`src/rtl/tip_consts.svh`:
```
// constants for the trigger and inhibit pin block
`ifndef TIP_CONSTS_SVH
`define TIP_CONSTS_SVH
`define TIP_CLK_MHZ         200
`define TIP_MIN_LOW_US      30
`define TIP_MIN_LOW_CYC     ((`TIP_MIN_LOW_US) * (`TIP_CLK_MHZ))
`define TIP_CNT_W           16
`define TIP_ADR_CTRL        8'h00
`define TIP_ADR_STATUS      8'h04
`define TIP_ADR_MASK        8'h08
`define TIP_ADR_PWM_PER     8'h0c
`define TIP_ADR_PWM_HIGH    8'h10
`define TIP_ADR_STATE       8'h14
`define TIP_CTRL_RST        32'h0000_0000
`define TIP_PWM_PER_RST     32'h0000_c350
`define TIP_PWM_HIGH_RST    32'h0000_61a8
`define TIP_C_TRIG_OUT      0
`define TIP_C_TRIG_INV      1
`define TIP_C_SRC_EXT       2
`define TIP_C_INH_OUT       3
`define TIP_C_INH_LATCH     4
`define TIP_C_INH_INV       5
`define TIP_C_INH_DRV_LO    6
`define TIP_C_INH_DRV_HI    7
`define TIP_C_OUT_ON        8
`define TIP_C_PROT_CLR      9
`define TIP_S_TRIG_OUT      0
`define TIP_S_TRIG_IN       1
`define TIP_S_LATCH         2
`define TIP_S_LEVEL         3
`endif

```
`src/rtl/tip_pkg.sv`:
```
// types for the trigger and inhibit pin block
package tip_pkg;
   typedef enum logic [1:0] {
      TIP_DRV_CONST0 = 2'b00,
      TIP_DRV_CONST1 = 2'b01,
      TIP_DRV_PWM    = 2'b10
   } tip_drv_t;
   typedef enum logic [1:0] {
      TIP_PIN_IDLE  = 2'b00,
      TIP_PIN_COUNT = 2'b01,
      TIP_PIN_WAIT  = 2'b10
   } tip_det_t;
endpackage

```
`src/rtl/tip_io_pins.sv`:
```
// trigger pin and inhibit pin control logic with wishbone registers
//
// What this block does
// - trigger output pulses low on each run trigger
// - external valid input pulse starts loaded sequence
// - pulses hold low at least 30 us
// - inhibit offers level and latch modes
// - level mode idle high leaves output
// - level active forces output zero, shows inhibit only while output is on
// - level release restores output automatically
// - inverted polarity makes high the active level
// - latch mode idle pin changes nothing
// - latch pulse while output is on turns it off, flags protection
// - inhibit output logic one drives low level
// - inhibit output drives one, zero or pwm
//
// Our own choices: the register addresses and the Wishbone register port.
`timescale 1ns/100ps
`include "tip_consts.svh"

module tip_io_pins #(
   parameter int unsigned MIN_LOW_CYC = `TIP_MIN_LOW_CYC
) (
   input  wire logic        clk_i,         // 200 mhz clock
   input  wire logic        rst_i,         // synchronous reset, high
   input  wire logic        wb_cyc_i,      // wishbone cycle
   input  wire logic        wb_stb_i,      // wishbone strobe
   input  wire logic        wb_we_i,       // wishbone write
   input  wire logic [7:0]  wb_adr_i,      // byte address
   input  wire logic [3:0]  wb_sel_i,      // byte enables
   input  wire logic [31:0] wb_dat_i,      // write data
   output logic      [31:0] wb_dat_o,      // read data
   output logic             wb_ack_o,      // acknowledge
   input  wire logic        run_trig_i,    // one-cycle: instrument fired run trigger
   output logic             seq_start_o,   // one-cycle: start loaded sequence
   input  wire logic        trig_pin_i,    // trigger pin level
   output logic             trig_pin_o,    // trigger pin drive value
   output logic             trig_pin_oe_o, // trigger pin drive enable
   input  wire logic        inh_pin_i,     // inhibit pin level
   output logic             inh_pin_o,     // inhibit pin drive value
   output logic             inh_pin_oe_o,  // inhibit pin drive enable
   output logic             out_enable_o,  // actual output allowed
   output logic             out_on_o,      // on indication
   output logic             inhibit_indication_o,         // level inhibit shown
   output logic             latched_inhibit_indication_o, // protection shown
   output logic             irq_o          // interrupt level
);
   import tip_pkg::*;

   localparam int unsigned CW = `TIP_CNT_W;

   logic [31:0] ctrl;
   logic [3:0]  irq_stat;
   logic [3:0]  irq_mask;
   logic [31:0] pwm_per;
   logic [31:0] pwm_high;
   logic        out_on;
   logic        prot;
   logic        bus_req;
   logic        trig_s1, trig_s2, inh_s1, inh_s2;
   logic        trig_valid, inh_valid;
   logic        ev_trig_out, ev_latch;
   logic        trig_act, inh_act;
   logic [CW-1:0] tout_cnt;
   logic [31:0] pwm_cnt;
   logic        inh_logic;
   tip_drv_t    inh_drv;
   logic        level_inhibit_mode;

   function automatic logic [31:0] merge_sel(input logic [31:0] old,
                                             input logic [31:0] nw,
                                             input logic [3:0]  sel);
      logic [31:0] r;
      r = old;
      for (int i = 0; i < 4; i++) begin
         if (sel[i]) begin
            r[i*8 +: 8] = nw[i*8 +: 8];
         end
      end
      return r;
   endfunction

   ////////////////////////////////////////////////////////////////////////
   // wishbone slave: ack one cycle after the request, writes land on the edge that ends the ack cycle
   assign bus_req = wb_cyc_i && wb_stb_i && !wb_ack_o;
   wire   wr_en   = wb_cyc_i && wb_stb_i && wb_we_i && wb_ack_o;
   wire   rd_stat = bus_req && !wb_we_i && (wb_adr_i == `TIP_ADR_STATUS);

   always_ff @(posedge clk_i) begin
      if (rst_i) begin
         wb_ack_o <= 1'b0;
      end else begin
         wb_ack_o <= bus_req;
      end
   end

   always_ff @(posedge clk_i) begin
      if (rst_i) begin
         wb_dat_o <= 32'h0;
      end else if (bus_req && !wb_we_i) begin
         unique case (wb_adr_i)
            `TIP_ADR_CTRL:     wb_dat_o <= ctrl;
            `TIP_ADR_STATUS:   wb_dat_o <= {28'h0, irq_stat};
            `TIP_ADR_MASK:     wb_dat_o <= {28'h0, irq_mask};
            `TIP_ADR_PWM_PER:  wb_dat_o <= pwm_per;
            `TIP_ADR_PWM_HIGH: wb_dat_o <= pwm_high;
            `TIP_ADR_STATE:    wb_dat_o <= {28'h0, inh_act, trig_act, prot, out_on};
            default:           wb_dat_o <= 32'h0;
         endcase
      end
   end

   always_ff @(posedge clk_i) begin
      if (rst_i) begin
         ctrl     <= `TIP_CTRL_RST;
         irq_mask <= 4'h0;
         pwm_per  <= `TIP_PWM_PER_RST;
         pwm_high <= `TIP_PWM_HIGH_RST;
      end else if (wr_en) begin
         unique case (wb_adr_i)
            `TIP_ADR_CTRL:     ctrl     <= merge_sel(ctrl, wb_dat_i, wb_sel_i);
            `TIP_ADR_MASK:     irq_mask <= wb_sel_i[0] ? wb_dat_i[3:0] : irq_mask;
            `TIP_ADR_PWM_PER:  pwm_per  <= merge_sel(pwm_per, wb_dat_i, wb_sel_i);
            `TIP_ADR_PWM_HIGH: pwm_high <= merge_sel(pwm_high, wb_dat_i, wb_sel_i);
            default: ;
         endcase
      end
   end

   // sticky events; a new event in the reading cycle survives the clear
   always_ff @(posedge clk_i) begin
      if (rst_i) begin
         irq_stat <= 4'h0;
      end else begin
         irq_stat <= (rd_stat ? 4'h0 : irq_stat)
                   | {level_inhibit_mode && inh_act, ev_latch, trig_valid, ev_trig_out};
      end
   end
   assign irq_o = |(irq_stat & irq_mask);

   ////////////////////////////////////////////////////////////////////////
   // pin synchronisers and pulse qualifiers
   always_ff @(posedge clk_i) begin
      if (rst_i) begin
         trig_s1 <= 1'b1;
         trig_s2 <= 1'b1;
         inh_s1  <= 1'b1;
         inh_s2  <= 1'b1;
      end else begin
         trig_s1 <= trig_pin_i;
         trig_s2 <= trig_s1;
         inh_s1  <= inh_pin_i;
         inh_s2  <= inh_s1;
      end
   end

   // active level: low normally, high when inverted
   assign trig_act = trig_s2 ^ ~ctrl[`TIP_C_TRIG_INV];
   assign inh_act  = inh_s2 ^ ~ctrl[`TIP_C_INH_INV];

   // one qualifier per input; a pulse counts once its active level lasts the width
   logic [CW-1:0] tq_cnt, iq_cnt;
   always_ff @(posedge clk_i) begin
      if (rst_i || !trig_act || ctrl[`TIP_C_TRIG_OUT]) begin
         tq_cnt <= '0;
      end else if (tq_cnt != CW'(MIN_LOW_CYC)) begin
         tq_cnt <= tq_cnt + 1'b1;
      end
   end
   always_ff @(posedge clk_i) begin
      if (rst_i || !inh_act || ctrl[`TIP_C_INH_OUT]) begin
         iq_cnt <= '0;
      end else if (iq_cnt != CW'(MIN_LOW_CYC)) begin
         iq_cnt <= iq_cnt + 1'b1;
      end
   end
   assign trig_valid = (tq_cnt == CW'(MIN_LOW_CYC - 1)) && trig_act && !ctrl[`TIP_C_TRIG_OUT];
   assign inh_valid  = (iq_cnt == CW'(MIN_LOW_CYC - 1)) && inh_act && !ctrl[`TIP_C_INH_OUT];

   // sequence starts only when the trigger source is external
   always_ff @(posedge clk_i) begin
      if (rst_i) begin
         seq_start_o <= 1'b0;
      end else begin
         seq_start_o <= trig_valid && ctrl[`TIP_C_SRC_EXT];
      end
   end

   ////////////////////////////////////////////////////////////////////////
   // trigger output pulse; a trigger during a pulse restarts it
   always_ff @(posedge clk_i) begin
      if (rst_i) begin
         tout_cnt <= '0;
      end else if (ev_trig_out) begin
         tout_cnt <= CW'(MIN_LOW_CYC);
      end else if (tout_cnt != '0) begin
         tout_cnt <= tout_cnt - 1'b1;
      end
   end
   assign ev_trig_out = run_trig_i && ctrl[`TIP_C_TRIG_OUT];

   always_ff @(posedge clk_i) begin
      if (rst_i) begin
         trig_pin_o    <= 1'b1;
         trig_pin_oe_o <= 1'b0;
      end else begin
         trig_pin_oe_o <= ctrl[`TIP_C_TRIG_OUT];
         trig_pin_o    <= (tout_cnt != '0) ? ctrl[`TIP_C_TRIG_INV]
                                           : ~ctrl[`TIP_C_TRIG_INV];
      end
   end

   ////////////////////////////////////////////////////////////////////////
   // inhibit input: level mode or latch mode
   assign level_inhibit_mode = !ctrl[`TIP_C_INH_LATCH];
   assign ev_latch = inh_valid && !level_inhibit_mode && out_on;

   // on state follows software; latch event clears it and it stays off until
   // protection is cleared and software turns it on again
   logic out_on_req_d;
   always_ff @(posedge clk_i) begin
      if (rst_i) begin
         out_on       <= 1'b0;
         out_on_req_d <= 1'b0;
         prot         <= 1'b0;
      end else begin
         out_on_req_d <= ctrl[`TIP_C_OUT_ON];
         if (ev_latch) begin
            out_on <= 1'b0;
            prot   <= 1'b1;
         end else begin
            if (ctrl[`TIP_C_PROT_CLR]) begin
               prot <= 1'b0;
            end
            if (!ctrl[`TIP_C_OUT_ON]) begin
               out_on <= 1'b0;
            end else if (!out_on_req_d && !prot) begin
               out_on <= 1'b1;   // needs a fresh rising request
            end
         end
      end
   end

   always_ff @(posedge clk_i) begin
      if (rst_i) begin
         out_on_o                     <= 1'b0;
         out_enable_o                 <= 1'b0;
         inhibit_indication_o         <= 1'b0;
         latched_inhibit_indication_o <= 1'b0;
      end else begin
         out_on_o <= out_on;
         // idle level in level mode, or any level in latch mode, keeps output
         out_enable_o <= out_on && !(level_inhibit_mode && inh_act
                                     && !ctrl[`TIP_C_INH_OUT]);
         inhibit_indication_o <= out_on && level_inhibit_mode && inh_act
                                 && !ctrl[`TIP_C_INH_OUT];
         latched_inhibit_indication_o <= prot;
      end
   end

   ////////////////////////////////////////////////////////////////////////
   // inhibit pin as output: constant or pwm, logic one drives low
   assign inh_drv = ctrl[`TIP_C_INH_DRV_HI] ? TIP_DRV_PWM
                  : (ctrl[`TIP_C_INH_DRV_LO] ? TIP_DRV_CONST1 : TIP_DRV_CONST0);

   always_ff @(posedge clk_i) begin
      if (rst_i) begin
         pwm_cnt <= 32'h0;
      end else if (pwm_cnt + 32'h1 >= pwm_per) begin
         pwm_cnt <= 32'h0;
      end else begin
         pwm_cnt <= pwm_cnt + 32'h1;
      end
   end

   always_comb begin
      unique case (inh_drv)
         TIP_DRV_CONST0: inh_logic = 1'b0;
         TIP_DRV_CONST1: inh_logic = 1'b1;
         TIP_DRV_PWM:    inh_logic = (pwm_cnt < pwm_high);
         default:        inh_logic = 1'b0;
      endcase
   end

   always_ff @(posedge clk_i) begin
      if (rst_i) begin
         inh_pin_o    <= 1'b1;
         inh_pin_oe_o <= 1'b0;
      end else begin
         inh_pin_oe_o <= ctrl[`TIP_C_INH_OUT];
         inh_pin_o    <= ~inh_logic ^ ctrl[`TIP_C_INH_INV];
      end
   end

   ////////////////////////////////////////////////////////////////////////
   // checks
   int unsigned low_run;
   always_ff @(posedge clk_i) begin
      if (rst_i || trig_pin_o != ctrl[`TIP_C_TRIG_INV]) begin
         low_run <= 0;
      end else begin
         low_run <= low_run + 1;
      end
   end

   trig_pulse_fire_a: assert property (@(posedge clk_i) disable iff (rst_i)
      ev_trig_out |-> ##2 trig_pin_o == ctrl[`TIP_C_TRIG_INV])
      else $error("trigger pulse not started");
   trig_pulse_width_a: assert property (@(posedge clk_i) disable iff (rst_i)
      $rose(trig_pin_o != ctrl[`TIP_C_TRIG_INV]) && $stable(ctrl)
      |-> low_run >= MIN_LOW_CYC)
      else $error("trigger pulse too short");
   seq_start_ext_a: assert property (@(posedge clk_i) disable iff (rst_i)
      seq_start_o |-> $past(trig_valid) && $past(ctrl[`TIP_C_SRC_EXT]))
      else $error("sequence start without valid pulse");
   level_force_a: assert property (@(posedge clk_i) disable iff (rst_i)
      inhibit_indication_o |-> !out_enable_o && out_on_o)
      else $error("level inhibit not forcing output off");
   level_restore_a: assert property (@(posedge clk_i) disable iff (rst_i)
      out_on && level_inhibit_mode && !inh_act && $stable(out_on) |=> out_enable_o)
      else $error("output not restored");
   latch_off_a: assert property (@(posedge clk_i) disable iff (rst_i)
      ev_latch |=> !out_on ##1 latched_inhibit_indication_o && !out_on_o)
      else $error("latch pulse did not switch off");
   no_auto_on_a: assert property (@(posedge clk_i) disable iff (rst_i)
      prot |=> !$rose(out_on))
      else $error("output re-enabled under protection");
   inh_drive_pol_a: assert property (@(posedge clk_i) disable iff (rst_i)
      inh_drv == TIP_DRV_CONST1 |=> inh_pin_o == $past(ctrl[`TIP_C_INH_INV]))
      else $error("inhibit output polarity wrong");
   pulse_qual_a: assert property (@(posedge clk_i) disable iff (rst_i)
      trig_valid |-> $past(trig_act, 2))
      else $error("trigger accepted without active level");

   ext_start_c:  cover property (@(posedge clk_i) disable iff (rst_i) seq_start_o);
   trig_out_c:   cover property (@(posedge clk_i) disable iff (rst_i) ev_trig_out);
   latch_hit_c:  cover property (@(posedge clk_i) disable iff (rst_i) ev_latch);
   level_hit_c:  cover property (@(posedge clk_i) disable iff (rst_i) inhibit_indication_o);
endmodule

```
`config.mk`:
```
export PLATFORM = sky130hd
export DESIGN_NAME = tip_io_pins
export DESIGN_NICKNAME = d
export VERILOG_FILES = /design/src/rtl/tip_pkg.sv /design/src/rtl/tip_io_pins.sv
export VERILOG_INCLUDE_DIRS = /design/src /design/src/rtl
export SDC_FILE = /design/constraint.sdc
export NUM_CORES = 1
export LEC_CHECK = 0
export BUFFER_PORTS_ARGS = -buffer_cell sky130_fd_sc_hd__buf_2
export CORE_MARGIN = 5
export CORE_UTILIZATION = 60
export CTS_BUF_LIST = sky130_fd_sc_hd__clkbuf_4 sky130_fd_sc_hd__clkbuf_8
export CTS_CLUSTER_SIZE = 40
export DETAILED_ROUTE_END_ITERATION = 8
export PLACE_DENSITY = 0.8
export SYNTH_ARGS = -nofsm -noshare
export SYNTH_HDL_FRONTEND = slang
export SYNTH_SLANG_ARGS = --single-unit
```
`constraint.sdc`:
```
create_clock -name clk_i -period 10.55 [get_ports clk_i]
set_input_delay 2.6375 -clock clk_i [delete_from_list [all_inputs] [get_ports clk_i]]
set_output_delay 2.6375 -clock clk_i [all_outputs]
set_load 0.01 [all_outputs]
```
==> flow_summary.ini, run 1 <==
[setup_path]
ff2ff_setup_slack_ns = 6.51
worstSetupStartpointType = primary input
crit_path_end_kind = flip-flop
r2r-end = pwm_cnt[19]
worstReg2RegStart = pwm_cnt[2]
crit_path_max_fanout = 38
crit_required_ns = 10.94
crit_slowest_cell = and3_1
worstRegToRegCells = 11
crit_chain = buf_2, nor3_1, nand2_1, nor4b_2, buf_4, and3_1, mux2i_1, nor2_1
path_class = in -> reg
max_stage_delay_ns = 0.53
critPathArrivalTime_ns = 4.85

[floorplanning]
initial_core_util_pct = 61.00
die_w_um = 145.1
io_pins = 95
core_um2 = 17960
die_h_um = 145.1
rows = 49
die_area_um2 = 21070

[clock_tree]
postCtsSetupBuffers = 0
htree_num_levels = 2
cts.sinks = 233
clk_latency_ns = 0.53
cts_made_buffers = 38
cts_tree = yes
cts_resized = 0
clockBufferDepth = 3
root_buffer = clkbuf_8
clk_pin_slew_ns = 0.06
ctsHoldBuffers = 0

[timing]
fmax_mhz = 224.2
max_slew_margin_pct = 46.53
rsz0062_at_grt = false
layout_setup_ws_ns = 6.089
layout_worst_path_cycle_share_pct = 42.28
setup_tns_ns = 0
slew_viol_final = 0
min_period_ns = 4.461
skew_ns = 0.009903
setup_viol = 0
hold_viol_final = 0
tightest_slew_ns = 0.8020

[global_route]
grt_pass1_vias = 8890
antenna_found_initial = 3
grt_pass1_wl_mm = 43.84
grt_max_degree = 82
grtUsageTotal_pct = 24.35
overflow = 0

[route]
drcViolationCount = 0
met1Wirelength_mm = 11.66
dr.pass1.iters = 6
dr_wl_met3_mm = 1.670
highest_layer = met5
dr_wl_met2_mm = 12.51
detail-route-antenna-nets = 0
drt_iter0_markers = 634
via_per_inst = 5.768
wl_per_cell_um = 16.88
dr_total_vias = 9038
routed_wl_mm = 26.46

[yosys]
ys_types = 57
synthesis.nets = 1344
synth_flop_cell = dfxtp_1
yosysSeqAreaShare_pct = 42.57
ys_ff_latch = 233
synth_edf_count = 0
synth_warnings = 0
async_flop_share_pct = 0
syn_area_per_cell_um2 = 8.960
syn_inst = 1223
synth.cell_area_um2 = 10960

[placement]
placed_cells = 1501
io_buffers = 94
pre_cts_ws_ns = 5.553
dp_hpwl_mm = 18.64
place_congestion = 0.8807

[min_path]
min_path_cells = 1
hold_path_end = inh_s2
hold_path_startpoint = inh_s1
hold_path_class = reg -> reg

[outcome]
status = completed

[power]
ir_drop_mv = 0.1272
leakage_nw = 5.359
powerDensity_nw_per_um2 = 156.6

[finish]
nets = 1433
fillers = 1435
layout.cells.non_filler = 1567
syn2layout_area_growth_pct = 13.34
final_cell_mix = dfxtp_1, nor2_1, nand2_1, buf_2, inv_1
layout_commonest_cell = dfxtp_1
drive_gt1_share_pct = 14.88

[job]
cap_violations = 0
==> synth_stat cells (all sizes together) (7+ instances only) <==
library cell | n | area [um2]
nor4 | 10 | 83.83
nor2b | 7 | 43.79
and4 | 7 | 63.81
nor3b | 34 | 275.3
nand2 | 133 | 499.2
o21ai | 45 | 225.2
a211o | 7 | 61.31
a222oi | 28 | 280.3
nand3 | 42 | 232.7
buf | 10 | 48.79
nand3b | 7 | 52.55
and3 | 18 | 112.6
or2 | 10 | 65.07
ha | 69 | 863.3
dfxtp | 233 | 4664
xor2 | 32 | 287.8
nand2b | 12 | 75.07
nand4 | 17 | 112.6
nor3 | 20 | 111.4
a21oi | 60 | 300.3
nor2 | 142 | 533.0
a21o | 11 | 82.58
xnor2 | 42 | 367.9
inv | 74 | 277.8
mux2i | 71 | 710.7
clkbuf | 43 | 161.4
==> layout make-up <==
cell class                      instances  area (um2)  share of cell area, %
Multi-Input combinational cell        863        5847                  47.08
Sequential cell                       233        4664                  37.56
Clock buffer                           58       748.2                  6.025
Timing Repair Buffer                  102       533.0                  4.292
Tap cell                              229       286.5                  2.307
Inverter                               74       277.8                  2.237
Clock inverter                          7       60.06                 0.4836
Antenna cell                            1       2.502                0.02015
==> metal layers <==
layer  up-vias  track usage, %
li1       4428               -
met1      4266           31.62
met2       284           40.66
met3        54           5.051
met4         6           7.976
met5         -               0
==> report_power, final <==
group	switching [mW]	internal [mW]
Combinational	0.106	0.0779
Clock	0.356	0.475
Sequential	0.0232	0.907
Total	0.485	1.46
==> critical path: cells and delay by family <==
kind | cells | cell delay [ns]
buffers and inverters | 2 | 0.55
AND/OR/NAND/NOR | 5 | 1.40
multiplexers | 1 | 0.25
==> sequential cells by signal, indices dropped and copies added (netlist names), 4 cells and up <==
signal    flops
iq_cnt       16
pwm_cnt      32
tq_cnt       16
pwm_high     32
wb_dat_o     32
irq_stat      4
ctrl         32
pwm_per      32
tout_cnt     16
irq_mask      4
==> worst max path at each step <==
stage / cells after the start / to / slack, ns / start
2_1_floorplan: 8 / pwm_high[3] / 6.26 / wb_adr_i[1]
3_3_place_gp: 8 / pwm_high[27] / 5.66 / wb_adr_i[1]
3_5_place_dp: 8 / pwm_high[17] / 5.55 / wb_adr_i[1]
4_1_cts: 8 / pwm_high[17] / 6.10 / wb_adr_i[1]
5_1_grt: 8 / pwm_high[22] / 5.89 / wb_adr_i[1]
6_report: 8 / pwm_high[17] / 6.09 / wb_adr_i[1]
==> cells by family after synthesis <==
kind of cell	share of synthesized area [%]
AOI/OAI and AO/OA	9.922
xor gates and xnor gates	5.983
adders and majority gates	7.879
buffers and inverters	4.453
DFF	42.57
muxes	7.308
and+or+nand+nor	21.89
==> per-stage QoR <==
step                      power (mW)  hold WS [ns]  area [um2]  util, %
final                          1.945        0.4114       12420    69.14
after global routing           2.029        0.4299       12420    69.12
after CTS                      1.955        0.4130       12420    69.12
after detailed placement       1.130        0.3966       11610    64.62
after global placement         1.124        0.3953       11610    64.62
after floorplan                1.084        0.3895       10960        -
Note: power is estimated with default switching activity, not from simulation.
==> inputs of run 2 (changes only) <==
clock period = 4.4 ns   (was 10.55 ns; I/O delays follow)
==> flow_summary.ini, run 2 (same netlist as run 1, synthesis figures left out) <==
[global_route]
grt_pass1_wl_mm = 43.88
grt_max_degree = 52
overflow = 0
grt_pass1_vias = 8823
met1_usage_pct = 33.18
gr-usage-met3_pct = 5.083
use_met2_pct = 39.37
grtUsageTotal_pct = 24.44
top_usage_layer = met2
antenna_found_initial = 2

[setup_path]
crit_required_ns = 4.79
worstRegToRegCells = 11
critPathArrivalTime_ns = 4.31
ff2ff_setup_slack_ns = 0.48
crit_path_max_fanout = 17
worstReg2RegStart = pwm_cnt[2]
r2r-end = pwm_cnt[24]
worstSetupStartpointType = flip-flop
path_class = reg -> reg
crit_path_end_kind = flip-flop

[clock_tree]
ctsHoldBuffers = 0
clk_pin_slew_ns = 0.07
postCtsSetupBuffers = 0
htree_num_levels = 2
cts.sinks = 233
root_buffer = clkbuf_8
cts_made_buffers = 39
cts_resized = 0
cts_tree = yes
clk_latency_ns = 0.53
clockBufferDepth = 3

[route]
drt_iter0_markers = 722
via_per_inst = 5.737
dr.pass1.iters = 5
wl_per_cell_um = 16.84
routed_wl_mm = 26.47
detail-route-antenna-nets = 0
drcViolationCount = 0
dr_total_vias = 9018

[finish]
layout_commonest_cell = dfxtp_1
regArea_um2 = 4664
nets = 1437
fillers = 1459
diodes = 0
multi_input_area_um2 = 5847
final_util_pct = 69.25
drive_gt1_share_pct = 15.26
syn2layout_area_growth_pct = 13.52
final_cell_mix = dfxtp_1, nor2_1, nand2_1, buf_2, inv_1

[timing]
hold_viol_final = 0
tightest_slew_ns = 0.8342
rsz0062_at_grt = false
layout_worst_path_cycle_share_pct = 89.19
setup_tns_ns = 0
skew_ns = 0.02557
min_period_ns = 3.924
fmax_mhz = 254.8
max_slew_margin_pct = 44.39
slew_viol_final = 0
setup_viol = 0

[placement]
dp_hpwl_mm = 19.05
place_congestion = 0.8571
io_buffers = 94

[floorplanning]
die_w_um = 145.1
io_pins = 95
die_h_um = 145.1
rows = 49
die_area_um2 = 21070
core_um2 = 17960
initial_core_util_pct = 61.00

[min_path]
hold_path_end = trig_s2
min_path_cells = 1
hold_path_class = reg -> reg
hold_path_startpoint = trig_s1

[power]
ir_drop_mv = 0.3058
powerDensity_nw_per_um2 = 371.1
leakage_nw = 5.371

[outcome]
status = completed

[job]
cap_violations = 0
[run 2: where the power goes]
| group | internal (mW) | leakage [nW] | switching, mW | total (mW) |
|---|---|---|---|---|
| Sequential | 2.17 | 1.88 | 0.0572 | 2.23 |
| Clock | 1.09 | 0.427 | 0.848 | 1.94 |
| Combinational | 0.187 | 3.06 | 0.256 | 0.443 |
| Total | 3.46 | 5.37 | 1.16 | 4.62 |
[run 2: per-layer routing]
layer	routed length, um	up-vias
met5	19	-
met4	629	4
met3	1815	55
met2	12140	314
met1	11860	4211
li1	-	4434
[run 2: per-stage QoR]
step | cells | instance area [um2] | hold WS, ns | setup slack [ns] | power (mW)
after CTS | 1572 | 12440 | 0.4068 | 0.5053 | 4.643
final | 1572 | 12440 | 0.4050 | 0.4758 | 4.617
after global routing | 1572 | 12440 | 0.4300 | 0.2223 | 4.820
after global placement | 1504 | 11640 | 0.3941 | 0.6336 | 2.695
after detailed placement | 1504 | 11640 | 0.3932 | 0.4949 | 2.707
after floorplan | 1223 | 10960 | 0.3895 | 1.077 | 2.599
[run 2: critical path, cell delays in order, from the launching register on]
cell	delay (ns)
dfxtp_1	0.41
and3_1	0.24
nand3_2	0.16
or4_4	0.63
nor3_4	0.23
xor2_2	0.09
ha_1	0.31
nand4_1	0.14
or3_1	0.45
o221ai_2	0.67
buf_4	0.38
nor3b_1	0.08
[run 2: layout make-up]
| cell class | instances | area share (%) |
|---|---|---|
| Clock buffer | 62 | 6.105 |
| Clock inverter | 6 | 0.2917 |
| Inverter | 74 | 2.233 |
| Multi-Input combinational cell | 863 | 47.00 |
| Sequential cell | 233 | 37.50 |
| Tap cell | 229 | 2.303 |
| Timing Repair Buffer | 105 | 4.566 |
[run 2: how the worst max path moves through the flow]
stage	startpoint	cells past startpoint	to	slack, ns
after detailed placement	pwm_cnt[2]	11	pwm_cnt[24]	0.49
after global routing	pwm_cnt[2]	11	pwm_cnt[24]	0.22
after global placement	pwm_cnt[2]	11	pwm_cnt[24]	0.63
after CTS	pwm_cnt[2]	11	pwm_cnt[24]	0.51
after floorplan	pwm_cnt[6]	11	pwm_cnt[2]	1.08
final	pwm_cnt[2]	11	pwm_cnt[24]	0.48
